--- config.mk ---
export PLATFORM = sky130hd
export DESIGN_NAME = cse_logic_block
export DESIGN_NICKNAME = d
export VERILOG_FILES = /design/src/cse_pkg.sv /design/src/cse_logic_block.sv /design/src/cse_sync.sv
export SDC_FILE = /design/constraint.sdc
export NUM_CORES = 1
export LEC_CHECK = 0
export BUFFER_PORTS_ARGS = -buffer_cell sky130_fd_sc_hd__buf_4
export CAP_MARGIN = 10
export CORE_MARGIN = 4
export CORE_UTILIZATION = 50
export CTS_CLUSTER_DIAMETER = 150
export CTS_CLUSTER_SIZE = 25
export DETAILED_ROUTE_END_ITERATION = 6
export GPL_TIMING_DRIVEN = 0
export PLACE_DENSITY = 0.7
export SLEW_MARGIN = 0
export SYNTH_ARGS = -nofsm -noshare
export SYNTH_HDL_FRONTEND = slang
export SYNTH_SLANG_ARGS = --single-unit
--- constraint.sdc ---
create_clock -name i_core_clk -period 3.02 [get_ports i_core_clk]
set_clock_uncertainty 0.05 [all_clocks]
set_input_delay 0.906 -clock i_core_clk [delete_from_list [all_inputs] [get_ports i_core_clk]]
set_output_delay 0.906 -clock i_core_clk [all_outputs]
set_load 0.005 [all_outputs]
--- src/cse_pkg.sv ---
// Shared constants, register map and carrier types for the logic block storage
package cse_pkg;

   ////////////////////////////////////////////////////////////////////////////
   // Geometry
   localparam int CSE_N_CELLS = 4;
   localparam int CSE_LUT_INS = 4;
   localparam int CSE_LUT_BITS = 16;

   ////////////////////////////////////////////////////////////////////////////
   // Register offsets (byte addresses)
   localparam logic [7:0] CSE_CFG_OFS = 8'h00;
   localparam logic [7:0] CSE_LUT0_OFS = 8'h04;
   localparam logic [7:0] CSE_LUT1_OFS = 8'h08;
   localparam logic [7:0] CSE_LUT2_OFS = 8'h0C;
   localparam logic [7:0] CSE_LUT3_OFS = 8'h10;
   localparam logic [7:0] CSE_STAT_OFS = 8'h14;

   ////////////////////////////////////////////////////////////////////////////
   // Reset values and write masks
   localparam logic [31:0] CSE_CFG_RST = 32'h0000_0000;
   localparam logic [31:0] CSE_CFG_WMASK = 32'h81FF_FFFF;
   localparam logic [15:0] CSE_LUT_RST = 16'h0000;
   localparam logic [31:0] CSE_ZERO_WORD = 32'h0000_0000;

   ////////////////////////////////////////////////////////////////////////////
   // Synchroniser depth for pins from the interconnect
   localparam int CSE_SYNC_STAGES = 3;

   // Configuration word, one bit per cell in each four-bit field
   typedef struct packed {
      logic reconfig;           // 31: hold every element cleared
      logic [5:0] rsvd;         // 30:25
      logic [3:0] chain_const;  // 24:21 selector value when lookup is 0
      logic clr_used;           // 20: zero input connected
      logic [3:0] en_used;      // 19:16 enable connected per cell
      logic [3:0] dsel_bypass;  // 15:12 data from bypass input
      logic [3:0] clr_disable;  // 11:8 element ignores zero input
      logic [3:0] edge_fall;    // 7:4 falling edge / low level active
      logic [3:0] latch_mode;   // 3:0 latch instead of flip-flop
   } cse_cfg_t;

   // Inputs from the programmable interconnect
   typedef struct packed {
      logic global_zero_net;
      logic cell_edge_input;
      logic clk_en;
      logic async_zero_input;
      logic chain_in;
      logic [3:0] bypass_input;
      logic [15:0] lut_in;
   } cse_pins_t;

   localparam int CSE_PINS_W = $bits(cse_pins_t);

endpackage

--- src/cse_logic_block.sv ---
// Four logic cells with configurable storage elements behind an APB slave
//
// Contract
// - Each cell has a 4-input lookup, five inputs, three outputs, storage, chaining.
// - Each storage element is a flip-flop or a transparent latch, per cell.
// - Power-up, reconfiguration or global zero net force every element to 0.
// - High zero input clears every element without clr_disable set at once, ignoring clock and enable.
// - Flip-flop takes data on selected active edge when enabled; else holds.
// - Latch follows data at inactive clock level, holds at active level.
// - Enable is active high; low enable holds every element with connected enable in both modes.
// - An element with unconnected enable is permanently enabled.
// - Unconnected zero input reads low, unconnected enable reads high.
// - One shared clock and one enable; enable and zero not invertible.
// - Each element selects rising or falling edge of the shared clock.
// - Zero input can be disabled per element.
// - Element data comes from the lookup result or the bypass input.
// - Four bypass paths route bypass input straight to bypass output.
// - Each cell always presents its lookup result as combinational output.
// - Chain selectors cascade cell to cell for wide AND/OR decode.
`timescale 1ns/1ns
module cse_logic_block
   import cse_pkg::*;
(
   // Clock and reset
   input wire logic i_core_clk,
   input wire logic i_rst_b,
   // APB slave
   input wire logic i_psel,
   input wire logic i_penable,
   input wire logic i_pwrite,
   input wire logic [7:0] i_paddr,
   input wire logic [31:0] i_pwdata,
   output logic o_pready,
   output logic [31:0] o_prdata,
   output logic o_pslverr,
   // Interconnect inputs
   input wire cse_pins_t i_pins,
   // Cell outputs
   output logic [CSE_N_CELLS-1:0] o_storage_q,
   output logic [CSE_N_CELLS-1:0] o_comb_x,
   output logic [CSE_N_CELLS-1:0] o_bypass_out,
   output logic o_chain_out
);

   cse_pins_t pins;
   cse_cfg_t cfg_q;
   logic [CSE_LUT_BITS-1:0] lut_q [CSE_N_CELLS];
   logic edge_prev_q;
   logic rise;
   logic fall;
   logic force_zero;
   logic zero_req;
   logic en_raw;
   logic [CSE_N_CELLS-1:0] lut_out;
   logic [CSE_N_CELLS-1:0] data_sel;
   logic [CSE_N_CELLS-1:0] act_edge;
   logic [CSE_N_CELLS-1:0] lvl_act;
   logic [CSE_N_CELLS-1:0] en_eff;
   logic [CSE_N_CELLS-1:0] clr_eff;
   logic [CSE_N_CELLS:0] chain;
   logic [CSE_N_CELLS-1:0] storage_q;
   logic acc;
   logic addr_ok;
   logic wr_go;
   logic [31:0] rd_word;

   ////////////////////////////////////////////////////////////////////////////
   // Input synchronisation
   cse_sync #(.W(CSE_PINS_W)) u_pin_sync (
      .i_core_clk(i_core_clk),
      .i_rst_b(i_rst_b),
      .i_d(i_pins),
      .o_q(pins)
   );

   ////////////////////////////////////////////////////////////////////////////
   // APB slave: one wait state, error on unmapped or unaligned address
   assign acc = i_psel & i_penable & ~o_pready;
   assign wr_go = i_psel & i_penable & o_pready & i_pwrite & ~o_pslverr;
   assign addr_ok = (i_paddr[1:0] == 2'h0) && (i_paddr <= CSE_STAT_OFS);

   // Read mux
   always_comb
   begin
      rd_word = CSE_ZERO_WORD;
      case (i_paddr)
         CSE_CFG_OFS: rd_word = cfg_q;
         CSE_LUT0_OFS: rd_word = {16'h0000, lut_q[0]};
         CSE_LUT1_OFS: rd_word = {16'h0000, lut_q[1]};
         CSE_LUT2_OFS: rd_word = {16'h0000, lut_q[2]};
         CSE_LUT3_OFS: rd_word = {16'h0000, lut_q[3]};
         CSE_STAT_OFS: rd_word = {19'h00000, o_chain_out, o_bypass_out, o_comb_x, o_storage_q};
         default: rd_word = CSE_ZERO_WORD;
      endcase
   end

   // Handshake outputs
   always_ff @(posedge i_core_clk or negedge i_rst_b)
   begin
      if (!i_rst_b)
      begin
         o_pready <= 1'b0;
         o_pslverr <= 1'b0;
         o_prdata <= CSE_ZERO_WORD;
      end
      else
      begin
         o_pready <= acc;
         o_pslverr <= acc & ~addr_ok;
         if (acc)
            o_prdata <= (addr_ok && !i_pwrite) ? rd_word : CSE_ZERO_WORD;
      end
   end

   // Error only ever comes with ready
   a_err_ready: assert property (@(posedge i_core_clk) disable iff (!i_rst_b)
      o_pslverr |-> o_pready)
      else $error("slave error without ready");

   // Read data holds between accesses
   a_rdata_hold: assert property (@(posedge i_core_clk) disable iff (!i_rst_b)
      !acc |=> $stable(o_prdata))
      else $error("read data changed outside an access");

   // Configuration register
   always_ff @(posedge i_core_clk or negedge i_rst_b)
   begin
      if (!i_rst_b)
         cfg_q <= CSE_CFG_RST;
      else if (wr_go && i_paddr == CSE_CFG_OFS)
         cfg_q <= i_pwdata & CSE_CFG_WMASK;
   end

   // Lookup truth tables
   always_ff @(posedge i_core_clk or negedge i_rst_b)
   begin
      if (!i_rst_b)
      begin
         for (int k = 0; k < CSE_N_CELLS; k++)
            lut_q[k] <= CSE_LUT_RST;
      end
      else if (wr_go)
      begin
         for (int k = 0; k < CSE_N_CELLS; k++)
            if (i_paddr == CSE_LUT0_OFS + 8'(4 * k))
               lut_q[k] <= i_pwdata[15:0];
      end
   end

   ////////////////////////////////////////////////////////////////////////////
   // Shared clock edge detection on the synchronised cell clock
   always_ff @(posedge i_core_clk or negedge i_rst_b)
   begin
      if (!i_rst_b)
         edge_prev_q <= 1'b0;
      else
         edge_prev_q <= pins.cell_edge_input;
   end

   assign rise = pins.cell_edge_input & ~edge_prev_q;
   assign fall = ~pins.cell_edge_input & edge_prev_q;
   // Global zero and reconfiguration override all else
   assign force_zero = pins.global_zero_net | cfg_q.reconfig;
   // Zero input reads low when unconnected, never inverted
   assign zero_req = cfg_q.clr_used & pins.async_zero_input;
   assign en_raw = pins.clk_en;
   assign chain[0] = pins.chain_in;

   ////////////////////////////////////////////////////////////////////////////
   // Per-cell logic
   for (genvar i = 0; i < CSE_N_CELLS; i++)
   begin : g_cell
      // Lookup of four inputs
      assign lut_out[i] = lut_q[i][pins.lut_in[CSE_LUT_INS*i +: CSE_LUT_INS]];
      // Data source select
      assign data_sel[i] = cfg_q.dsel_bypass[i] ? pins.bypass_input[i] : lut_out[i];
      // Edge and level polarity per element
      assign act_edge[i] = cfg_q.edge_fall[i] ? fall : rise;
      assign lvl_act[i] = cfg_q.edge_fall[i] ? ~pins.cell_edge_input : pins.cell_edge_input;
      // Unconnected enable is active
      assign en_eff[i] = ~cfg_q.en_used[i] | en_raw;
      // Per-element zero disable
      assign clr_eff[i] = zero_req & ~cfg_q.clr_disable[i];
      // Cascade selector
      assign chain[i+1] = lut_out[i] ? chain[i] : cfg_q.chain_const[i];

      // Storage element
      always_ff @(posedge i_core_clk or negedge i_rst_b)
      begin
         if (!i_rst_b)
            storage_q[i] <= 1'b0;
         else if (force_zero || clr_eff[i])
            storage_q[i] <= 1'b0;
         else if (en_eff[i])
         begin
            if (cfg_q.latch_mode[i])
            begin
               if (!lvl_act[i])
                  storage_q[i] <= data_sel[i];
            end
            else if (act_edge[i])
               storage_q[i] <= data_sel[i];
         end
      end

      // Flip-flop captures on active edge
      a_ff_capture: assert property (@(posedge i_core_clk) disable iff (!i_rst_b)
         (!force_zero && !clr_eff[i] && en_eff[i] && !cfg_q.latch_mode[i] && act_edge[i])
         |=> storage_q[i] == $past(data_sel[i]))
         else $error("flip-flop missed data on active edge");

      // Flip-flop holds without edge
      a_ff_hold: assert property (@(posedge i_core_clk) disable iff (!i_rst_b)
         (!force_zero && !clr_eff[i] && !cfg_q.latch_mode[i] && !act_edge[i])
         |=> $stable(storage_q[i]))
         else $error("flip-flop changed without active edge");

      // Latch transparent at inactive level
      a_latch_follow: assert property (@(posedge i_core_clk) disable iff (!i_rst_b)
         (!force_zero && !clr_eff[i] && en_eff[i] && cfg_q.latch_mode[i] && !lvl_act[i])
         |=> storage_q[i] == $past(data_sel[i]))
         else $error("latch did not follow data");

      // Latch opaque at active level
      a_latch_hold: assert property (@(posedge i_core_clk) disable iff (!i_rst_b)
         (!force_zero && !clr_eff[i] && cfg_q.latch_mode[i] && lvl_act[i])
         |=> $stable(storage_q[i]))
         else $error("latch changed at active level");

      // Low enable holds in both modes
      a_enable_hold: assert property (@(posedge i_core_clk) disable iff (!i_rst_b)
         (!force_zero && !clr_eff[i] && cfg_q.en_used[i] && !en_raw)
         |=> $stable(storage_q[i]))
         else $error("element changed while disabled");

      // Exempt element still captures while zero input is high
      a_clr_masked: assert property (@(posedge i_core_clk) disable iff (!i_rst_b)
         (zero_req && cfg_q.clr_disable[i] && !force_zero && en_eff[i]
          && !cfg_q.latch_mode[i] && act_edge[i])
         |=> storage_q[i] == $past(data_sel[i]))
         else $error("masked element was cleared");
   end

   ////////////////////////////////////////////////////////////////////////////
   // Registered cell outputs
   always_ff @(posedge i_core_clk or negedge i_rst_b)
   begin
      if (!i_rst_b)
      begin
         o_storage_q <= '0;
         o_comb_x <= '0;
         o_bypass_out <= '0;
         o_chain_out <= 1'b0;
      end
      else
      begin
         o_storage_q <= storage_q;
         o_comb_x <= lut_out;
         o_bypass_out <= pins.bypass_input;
         o_chain_out <= chain[CSE_N_CELLS];
      end
   end

   ////////////////////////////////////////////////////////////////////////////
   // Checks across cells
   a_global_zero: assert property (@(posedge i_core_clk) disable iff (!i_rst_b)
      force_zero |=> storage_q == '0 ##1 o_storage_q == '0)
      else $error("global zero did not clear all elements");

   a_zero_all: assert property (@(posedge i_core_clk) disable iff (!i_rst_b)
      zero_req |=> (storage_q & ~$past(cfg_q.clr_disable)) == '0)
      else $error("zero input did not clear enabled elements");

   a_bypass_path: assert property (@(posedge i_core_clk) disable iff (!i_rst_b)
      ##1 o_bypass_out == $past(pins.bypass_input))
      else $error("bypass output not equal to bypass input");

   a_comb_out: assert property (@(posedge i_core_clk) disable iff (!i_rst_b)
      ##1 o_comb_x == $past(lut_out))
      else $error("combinational output not lookup result");

   a_chain_and: assert property (@(posedge i_core_clk) disable iff (!i_rst_b)
      (cfg_q.chain_const == 4'h0 && lut_out != 4'hF) |=> !o_chain_out)
      else $error("AND cascade passed with a lookup low");

   a_chain_or: assert property (@(posedge i_core_clk) disable iff (!i_rst_b)
      (cfg_q.chain_const == 4'hF && lut_out != 4'hF) |=> o_chain_out)
      else $error("OR cascade missed a lookup low");

   a_chain_pass: assert property (@(posedge i_core_clk) disable iff (!i_rst_b)
      (lut_out == 4'hF) |=> o_chain_out == $past(pins.chain_in))
      else $error("cascade did not pass the chain input");

   a_reconfig_zero: assert property (@(posedge i_core_clk) disable iff (!i_rst_b)
      cfg_q.reconfig |=> storage_q == '0)
      else $error("reconfiguration did not clear all elements");

   // Output register mirrors the elements
   a_store_copy: assert property (@(posedge i_core_clk) disable iff (!i_rst_b)
      ##1 o_storage_q == $past(storage_q))
      else $error("storage output not equal to element");

   a_pready_pulse: assert property (@(posedge i_core_clk) disable iff (!i_rst_b)
      o_pready |=> !o_pready)
      else $error("pready held more than one cycle");

endmodule // cse_logic_block

--- src/cse_sync.sv ---
// Three-stage input synchroniser with agreement filter
`timescale 1ns/1ns
module cse_sync
   import cse_pkg::*;
#(
   parameter int W = 1
)
(
   // Clock and reset
   input wire logic i_core_clk,
   input wire logic i_rst_b,
   // Data
   input wire logic [W-1:0] i_d,
   output logic [W-1:0] o_q
);

   logic [W-1:0] s1_q;
   logic [W-1:0] s2_q;
   logic [W-1:0] s3_q;

   ////////////////////////////////////////////////////////////////////////////
   // Stage chain; first stage feeds only the second
   always_ff @(posedge i_core_clk or negedge i_rst_b)
   begin
      if (!i_rst_b)
      begin
         s1_q <= '0;
         s2_q <= '0;
         s3_q <= '0;
      end
      else
      begin
         s1_q <= i_d;
         s2_q <= s1_q;
         s3_q <= s2_q;
      end
   end

   // Bit changes only when stages two and three agree
   always_ff @(posedge i_core_clk or negedge i_rst_b)
   begin
      if (!i_rst_b)
         o_q <= '0;
      else
         o_q <= (s2_q & s3_q) | (o_q & (s2_q ^ s3_q));
   end

endmodule // cse_sync

Word level (Yosys, flattened, before mapping) --
Cells that the tools add are included.
Storage, ports and cells: flip-flop bits (word level) 242, input port bits 70, output and inout port bits 47, word-level logic and storage cells 149
Operators by class: $lt $le $gt $ge 5, equality and inequality tests 9, multiplexer cells 46, bitwise operators 35, reduce and logical (&&, ||, !) cells 26
Operators with widths (count):
- $pmux W32 S6 | 1
- $and A25 B25 Y25 | 2
- $mux W1 | 40
- $mux W32 | 1
- $or A25 B25 Y25 | 1
- $xor A25 B25 Y25 | 1
- $lt A4 B5 Y1 const B | 4
- $bmux W1 S4 | 4
- $eq A8 B4 Y1 const B | 2
- $eq A8 B5 Y1 const B | 2
- $and A1 B1 Y1 | 13
- $not A1 Y1 | 13
- $ne A3 B2 Y1 const B | 4
- $reduce_and A3 Y1 | 4
- $reduce_bool A3 Y1 | 4
- $eq A8 B3 Y1 const B | 1
- $le A8 B5 Y1 const B | 1
- $logic_not A8 Y1 | 1
- $reduce_and A2 Y1 | 4
- $reduce_bool A2 Y1 | 4
- $or A1 B1 Y1 | 5
- $logic_or A1 B1 Y1 | 4
- $logic_and A1 B1 Y1 | 3
- $logic_not A2 Y1 | 1
- $logic_not A1 Y1 | 1

Longest topological paths before layout --
Gate-level depths: netlist of run 1.
word-level depth 7, depth in mapped cells 7, depth with buffers taken out 6

Cells and area by module --
A second synthesis of run 1 with hierarchy kept.
Unflattened totals: cells, all modules 625, area, all modules 9534.1 µm²
Modules (own cells, without submodules):
- cse_logic_block | instances 1, cells an instance 475, area each 6531.3 µm², seq. area each 3403.3 µm²
- cse_sync | instances 1, cells an instance 150, area each 3002.9 µm², seq. area each 2502.4 µm²

Least setup slack after synthesis of run 1 --
Ideal clock, no wire load.
path kind in2reg, start input i_paddr[1], end register lut_q[37] (netlist bit), setup time 0.125 ns, arrival time 2.736 ns, required time 2.845 ns, path slack 0.109 ns, stages 6, buffers on the path 1, path through or4_4 nor3_4 nand2_4 nor3b_4 buf_6 mux2_2
On the way: word-level cells in the longest chain between the ends 2
Ends and longest elaborated chain:
- start, declared | line cse_logic_block.sv:31 | input wire logic [7:0] i_paddr,
- $eq A8 B4 Y1 | line cse_logic_block.sv:145 | if (i_paddr == CSE_LUT0_OFS + 8'(4 * k))
- $reduce_and A2 Y1 (no line)
- end signal, assigned by index | line cse_logic_block.sv:146 | lut_q[k] <= i_pwdata[15:0];
- end, declared | line cse_logic_block.sv:47 | logic [CSE_LUT_BITS-1:0] lut_q [CSE_N_CELLS];
No other way between the ends. A chain may end at the register's enable or synchronous reset.

Worst setup path after layout of run 1 --
start input i_paddr[1], end register cfg_q[24] (netlist bit)
On the way: word-level cells in the longest chain between the ends 2
Ends and longest elaborated chain:
- $logic_not A8 Y1 | line cse_logic_block.sv:130 | else if (wr_go && i_paddr == CSE_CFG_OFS)
- $logic_and A1 B1 Y1 | line cse_logic_block.sv:130
- end signal, assigned | line cse_logic_block.sv:131 | cfg_q <= i_pwdata & CSE_CFG_WMASK;
- end, declared | line cse_logic_block.sv:46 | cse_cfg_t cfg_q;
No other way between the ends.

==> results by group, run 1 <==
Power and ir drop
  • Worst VDD drop: 0.3861 mV
  • Combinational power share: 6.8%
  • Clock share of power: 32.1%
  • Reg power frac: 61.1%
  • Cell Pwr Density: 506.5 mW/mm²
  • Sw Pwr: 1.243 mW
  • Internal cell power: 4.242 mW
  • Leakage power: 5.322 nW
  • Switching fraction of total power: 22.66%

Clock tree
  • Hold buffer count at cts: 0
  • Later-pin clock latency in the skew report: 0.47 ns
  • Clock sinks: 236
  • CTS tree: built
  • CTS Root Cell: clkbuf_16
  • Total CTS buffers: 13
  • Clock transition at the registers of the reported paths: 0.10 ns
  • Max Root-Sink Buffers: 3
  • Post-CTS Resized: 0
  • Post-CTS Setup Repair Bufs: 0
  • H-tree depth: 1

Yosys
  • Most used DFF post-synth: dfrtp_1
  • Syn_area_per_cell: 15.91 µm²
  • Synthesized cell area: 0.009339 mm²
  • Mapped Cells: 587
  • Warnings from Yosys: 0
  • #FFs+latches synth: 236
  • Post-synth ARST share: 100.0%
  • Sequential share of the synthesized area: 63.24%
  • Netlist cell types: 41
  • EDFF count, synth: 0

Route
  • DRT antenna net count: 0
  • Vias per cell: 5.738
  • Initial DRT Pass Iterations: 4
  • First-iteration detailed-routing DRC count: 365
  • Via count: 5399
  • Routed WL per cell: 21.54 µm
  • Residual DRC: 0
  • WL final: 20270 µm

STA
  • Least-Margin Pin Slew: 0.7742 ns
  • Finish-stage setup viols: 0
  • Slew headroom: 48.20%
  • Hold WS: 0.2361 ns
  • Time the worst path needs with I/O delays and setup: 2.867 ns
  • Setup slack after layout: 0.1531 ns
  • Pins Over Slew Limit: 0
  • Tcrit/Tclk final: 94.93%
  • F_max: 348.8 MHz
  • RSZ-0062 raised after global routing: no
  • Final hold vios: 0

Final layout
  • Final Cell Area: 0.01083 mm²
  • # nets final: 808
  • Ant diodes: 0
  • Final Non-Filler Cells: 941
  • Area Growth Syn to Fin: 15.96%
  • Final Core Density: 59.67%
  • Share of cells above drive strength 1: 38.06%

Die
  • Die height: 144.7 µm
  • DIE AREA: 0.02093 mm²
  • Ports: 117
  • Core box area: 0.01815 mm²
  • Initial core utilization: 51.46%
  • Die X: 144.7 µm
  • Num rows: 49

Global routing
  • Pin count of the biggest net entering global routing: 101
  • Grt ovf: 0
  • GRT Overall Usage: 19.81%
  • First-pass GRT wire length: 31790 µm
  • Initial antenna violation count: 0
  • Vias in the first global route: 5684

Setup path
  • Critical path class: input pin to flop
  • Endpoint class of the critical path: flop
  • Critical Path AT: 3.18 ns
  • FF-to-FF setup slack: 0.38 ns
  • R2R depth: 7
  • Crit Reg-Reg Endpoint: storage_q[2]
  • Required @ worst endpoint: 3.33 ns
  • CP Launch Point: i_paddr[1]
  • CP startpoint kind: input pin
  • RR Startpoint: u_pin_sync.o_q[8]
  • Critical Path Fanout Max: 10

Placed design
  • Final GP Congestion: 0.9111
  • Pre-CTS setup slack: -0.3527 ns
  • PortBufs: 104
  • Post-DP HPWL: 15450 µm
  • Post-DP Area: 0.01049 mm²
  • Placed insts: 927

Outcome
  • Status: completed

Min path
  • Worst min path class: input pin to async pin

Run
  • Max-cap violations: 0
-- metrics by stage --
stage	TNS (ns)	power (mW)
3_3_place_gp	-162.18	3.766
6_report	0	5.485
2_1_floorplan	0	3.549
4_1_cts	0	5.569
3_5_place_dp	-17.83	3.796
5_1_grt	0	5.714
-- worst max-delay path by stage --
stage | to | slack, ns | cells after the start
3_3_place_gp | u_pin_sync.s1_q[11] | -0.64 | 1
2_1_floorplan | lut_q[37] | 0.11 | 6
3_5_place_dp | lut_q[42] | -0.35 | 7
5_1_grt | cfg_q[20] | 0.06 | 7
4_1_cts | lut_q[42] | 0.15 | 7
6_report | cfg_q[24] | 0.15 | 7
-- flip-flops by register name (all words and copies together) (netlist names) --
name / count
lut_q: 64
cfg_q: 26
o_prdata: 26
u_pin_sync.o_q: 25
u_pin_sync.s1_q: 25
u_pin_sync.s2_q: 25
u_pin_sync.s3_q: 25
o_bypass_out: 4
o_comb_x: 4
o_storage_q: 4
storage_q: 4
edge_prev_q: 1
o_chain_out: 1
o_pready: 1
o_pslverr: 1
-- worst max-delay path, cell delays in order --
cell and delay (ns):
buf_4 0.11, or4_4 0.57, nor3_4 0.43, nand2_4 0.14
nor3_4 0.35, buf_4 0.30, mux2_2 0.36
-- layout by cell type (no fill, tap or decap), types with 7 or more instances in the layout --
| cell | n |
|---|---|
| nand2_1 | 20 |
| ha_1 | 25 |
| clkbuf_1 | 10 |
| mux2i_1 | 12 |
| nor2_1 | 7 |
| a21oi_1 | 17 |
| a22o_1 | 23 |
| mux4_2 | 34 |
| a21o_1 | 25 |
| dfrtp_1 | 236 |
| buf_4 | 113 |
| clkbuf_16 | 13 |
| mux2_2 | 93 |
| o21ai_0 | 19 |
-- cell families (layout without fill, tap and decap cells) --
group	after synthesis	count (layout)	synth area share, %
other	1	6	0.04015
AO/OA/AOI/OAI	99	99	7.355
adder cells (fa/ha/maj)	25	25	3.349
buffers and inverters	33	153	1.889
AND/OR/NAND/NOR	54	54	3.430
flip-flops	236	236	63.24
multiplexers	139	139	20.70
-- Yosys cell counts, drive strengths merged (3+ instances only) --
master / instances / area share (%)
a22oi: 3 / 0.24
a21oi: 17 / 0.91
nor3: 7 / 0.62
inv: 4 / 0.16
nand2: 21 / 0.92
a22o: 23 / 2.2
o21ai: 19 / 1.0
clkbuf: 10 / 0.40
nor2: 8 / 0.35
dfrtp: 236 / 63
a211oi: 4 / 0.32
ha: 25 / 3.3
a21o: 25 / 2.0
mux2: 93 / 11
mux4: 34 / 8.2
nor2b: 4 / 0.27
mux2i: 12 / 1.3
buf: 19 / 1.3
-- power by group through the flow --
stage / combinational, mW / sequential (mW) / clock (mW)
after floorplan: 0.164 / 3.39 / 0
after global placement: 0.355 / 3.41 / 0
after detailed placement: 0.379 / 3.42 / 0
after CTS: 0.380 / 3.35 / 1.83
after global routing: 0.416 / 3.37 / 1.93
final: 0.372 / 3.35 / 1.76
-- per-layer routing --
layer	vias to the layer above	track usage [%]	wire (µm)
met2	171	32.38	9596
met1	2798	27.54	8851
met5	-	0	0
met4	0	6.038	600
met3	31	3.483	1224
li1	2399	-	-
-- cell type report --
class,count,area (µm²)
Fill cell,1360,7318
Sequential cell,236,5906
Multi-Input combinational cell,323,3276
Timing Repair Buffer,106,843.3
Clock buffer,13,325.3
Tap cell,229,286.5
Buffer,29,161.4
Clock inverter,1,16.27
Inverter,4,15.01
Note: power is estimated with default switching activity, not from simulation.
==> inputs of run 2 (changes only) <==
Settings changed: RECOVER_POWER from default to 50.
==> run 2 against run 1 <==
Against the previous run:
- critical path depth unchanged
- maximum frequency barely moved
- register-to-register slack got worse by 0.02 ns
- critical endpoint is now lut_q[39]
- largest cell class unchanged
==> results by group, run 2 (synthesis results as in run 1) <==
Clock tree
  • Hold buffer count at cts: 0 (unchanged)
  • Max Root-Sink Buffers: 3 (unchanged)
  • Post-CTS Resized: 0 (unchanged)
  • Later-pin clock latency in the skew report: 0.47 ns (about the same)
  • H-tree depth: 1 (unchanged)
  • Post-CTS Setup Repair Bufs: 0 (unchanged)
  • CTS tree: built
  • Clock sinks: 236 (unchanged)
  • Total CTS buffers: 13 (unchanged)
  • Clock transition at the registers of the reported paths: 0.10 ns (about the same)
  • CTS Root Cell: clkbuf_16

Die
  • Die height: 144.7 µm (unchanged)
  • Num rows: 49 (unchanged)
  • Die X: 144.7 µm (unchanged)
  • DIE AREA: 0.02093 mm² (unchanged)
  • Ports: 117 (unchanged)
  • Core box area: 0.01815 mm² (unchanged)
  • Initial core utilization: 51.46% (unchanged)

STA
  • Tcrit/Tclk final: 94.98% (about the same)
  • Setup slack after layout: 0.1516 ns (-0.001510 ns)
  • RSZ-0062 raised after global routing: no
  • F_max: 348.6 MHz (about the same)
  • Finish-stage setup viols: 0 (unchanged)
  • Time the worst path needs with I/O delays and setup: 2.868 ns (+0.001510 ns)
  • Hold WS: 0.2305 ns (-0.005570 ns)
  • Final hold vios: 0 (unchanged)
  • Slew headroom: 7.869% (-40 points)
  • Least-Margin Pin Slew: 1.382 ns (+0.6078 ns)
  • Pins Over Slew Limit: 0 (unchanged)

Global routing
  • Vias in the first global route: 5684 (unchanged)
  • GRT Overall Usage: 19.81% (unchanged)
  • Pin count of the biggest net entering global routing: 101 (unchanged)
  • Initial antenna violation count: 0 (unchanged)
  • Grt ovf: 0 (unchanged)
  • First-pass GRT wire length: 31790 µm (unchanged)

Setup path
  • CP startpoint kind: input pin
  • Critical Path Sink: lut_q[39]
  • Required @ worst endpoint: 3.33 ns (about the same)
  • RR Startpoint: u_pin_sync.o_q[8]
  • CP Launch Point: i_paddr[1]
  • Critical path class: input pin to flop
  • Crit Reg-Reg Endpoint: storage_q[2]
  • FF-to-FF setup slack: 0.36 ns (-0.02 ns)
  • Critical Path Fanout Max: 10 (unchanged)
  • Endpoint class of the critical path: flop
  • R2R depth: 7 (unchanged)
  • Critical Path AT: 3.18 ns (about the same)

Final layout
  • Commonest non-fill, non-tap cell in the layout: dfrtp_1
  • Fill cells: 1362 (+0.15%)
  • Share of cells above drive strength 1: 38.06% (unchanged)
  • Ant diodes: 0 (unchanged)
  • Area Growth Syn to Fin: 15.74%
  • FF/Latch Area: 0.005906 mm² (unchanged)
  • Final Non-Filler Cells: 941 (unchanged)
  • # nets final: 808 (unchanged)
  • Multi-input logic area: 0.003276 mm² (unchanged)
  • Largest registers: lut_q (64), cfg_q (26), o_prdata (26)
  • Max reg flops: 64 (unchanged)
  • Commonest cells after routing, fill and taps aside: dfrtp_1, mux2_2, buf_4
  • Biggest register: lut_q

Route
  • Vias per cell: 5.800 (+1.1%)
  • First-iteration detailed-routing DRC count: 328 (-10%)
  • Residual DRC: 0 (unchanged)
  • Via count: 5458 (+1.1%)
  • DRT antenna net count: 0 (unchanged)
  • WL final: 20200 µm (-0.36%)
  • Routed WL per cell: 21.47 µm (-0.36%)
  • Initial DRT Pass Iterations: 5 (+1)

Placed design
  • Final GP Congestion: 0.9111 (unchanged)
  • Placed insts: 927 (unchanged)
  • Post-DP HPWL: 15450 µm (unchanged)
  • Pre-CTS setup slack: -0.3527 ns (unchanged)
  • PortBufs: 104 (unchanged)

Min path
  • Worst min path class: input pin to async pin

Outcome
  • Status: completed

Run
  • Max-cap violations: 0 (unchanged)

Power and ir drop
  • Worst VDD drop: 0.3837 mV (-0.61%)
  • Cell Pwr Density: 506.9 mW/mm² (about the same)
  • Leakage power: 5.309 nW (-0.25%)
[run 2: changes by cell type in the layout (fill, tap and decap cells not counted), sizes merged]
cell	delta
buf	-26
clkbuf	+26
[run 2: report_power, final]
group,internal (mW),switching (mW)
Clock,0.791,0.968
Sequential,3.27,0.0819
Combinational,0.176,0.191
[run 2: worst max-delay path: stages]
cell and delay, ns:
buf_4 0.11, or4_4 0.57, nor3_4 0.42, nand2_4 0.13, nor3b_4 0.46, buf_6 0.23, mux2_2 0.35
[run 2: area by class of cell]
class	instances	share of cell area [%]
multi-input cells	323	30.30
well taps	229	2.651
clock inverters	1	0.1505
clock buffers	13	3.010
plain buffers	29	1.493
repair buffers	106	7.617
flip-flops and latches	236	54.64
inverters	4	0.1389
[run 2: worst min path at each step]
stage                             start                   to  slack (ns)
floorplan            u_pin_sync.s1_q[0]   u_pin_sync.s2_q[0]        0.28
global placement     u_pin_sync.s1_q[0]   u_pin_sync.s2_q[0]        0.28
detailed placement  u_pin_sync.s1_q[11]  u_pin_sync.s2_q[11]        0.28
CTS                             i_rst_b            cfg_q[17]        0.23
global route                    i_rst_b            cfg_q[17]        0.23
finish                          i_rst_b   u_pin_sync.o_q[21]        0.23
[run 2: routing by layer]
layer  routed length (µm)  share of wire (%)  vias up  GRT usage, %
li1                     -                  -     2402             -
met1                 8772                 43     2832         27.54
met2                 9602                 48      187         32.38
met3                 1208                6.0       37         3.483
met4                  617                3.1        0         6.038
met5                    0                  0        -             0
[run 2: per-stage QoR]
stage | setup TNS, ns | util (%) | total power, mW | instance area, µm²
final | 0 | 59.56 | 5.479 | 10810
after global placement | -162.18 | 57.45 | 3.766 | 10430
after global routing | 0 | 59.56 | 5.709 | 10810
after CTS | 0 | 59.67 | 5.569 | 10830
after floorplan | 0 | - | 3.549 | 9358
after detailed placement | -17.83 | 57.79 | 3.796 | 10490
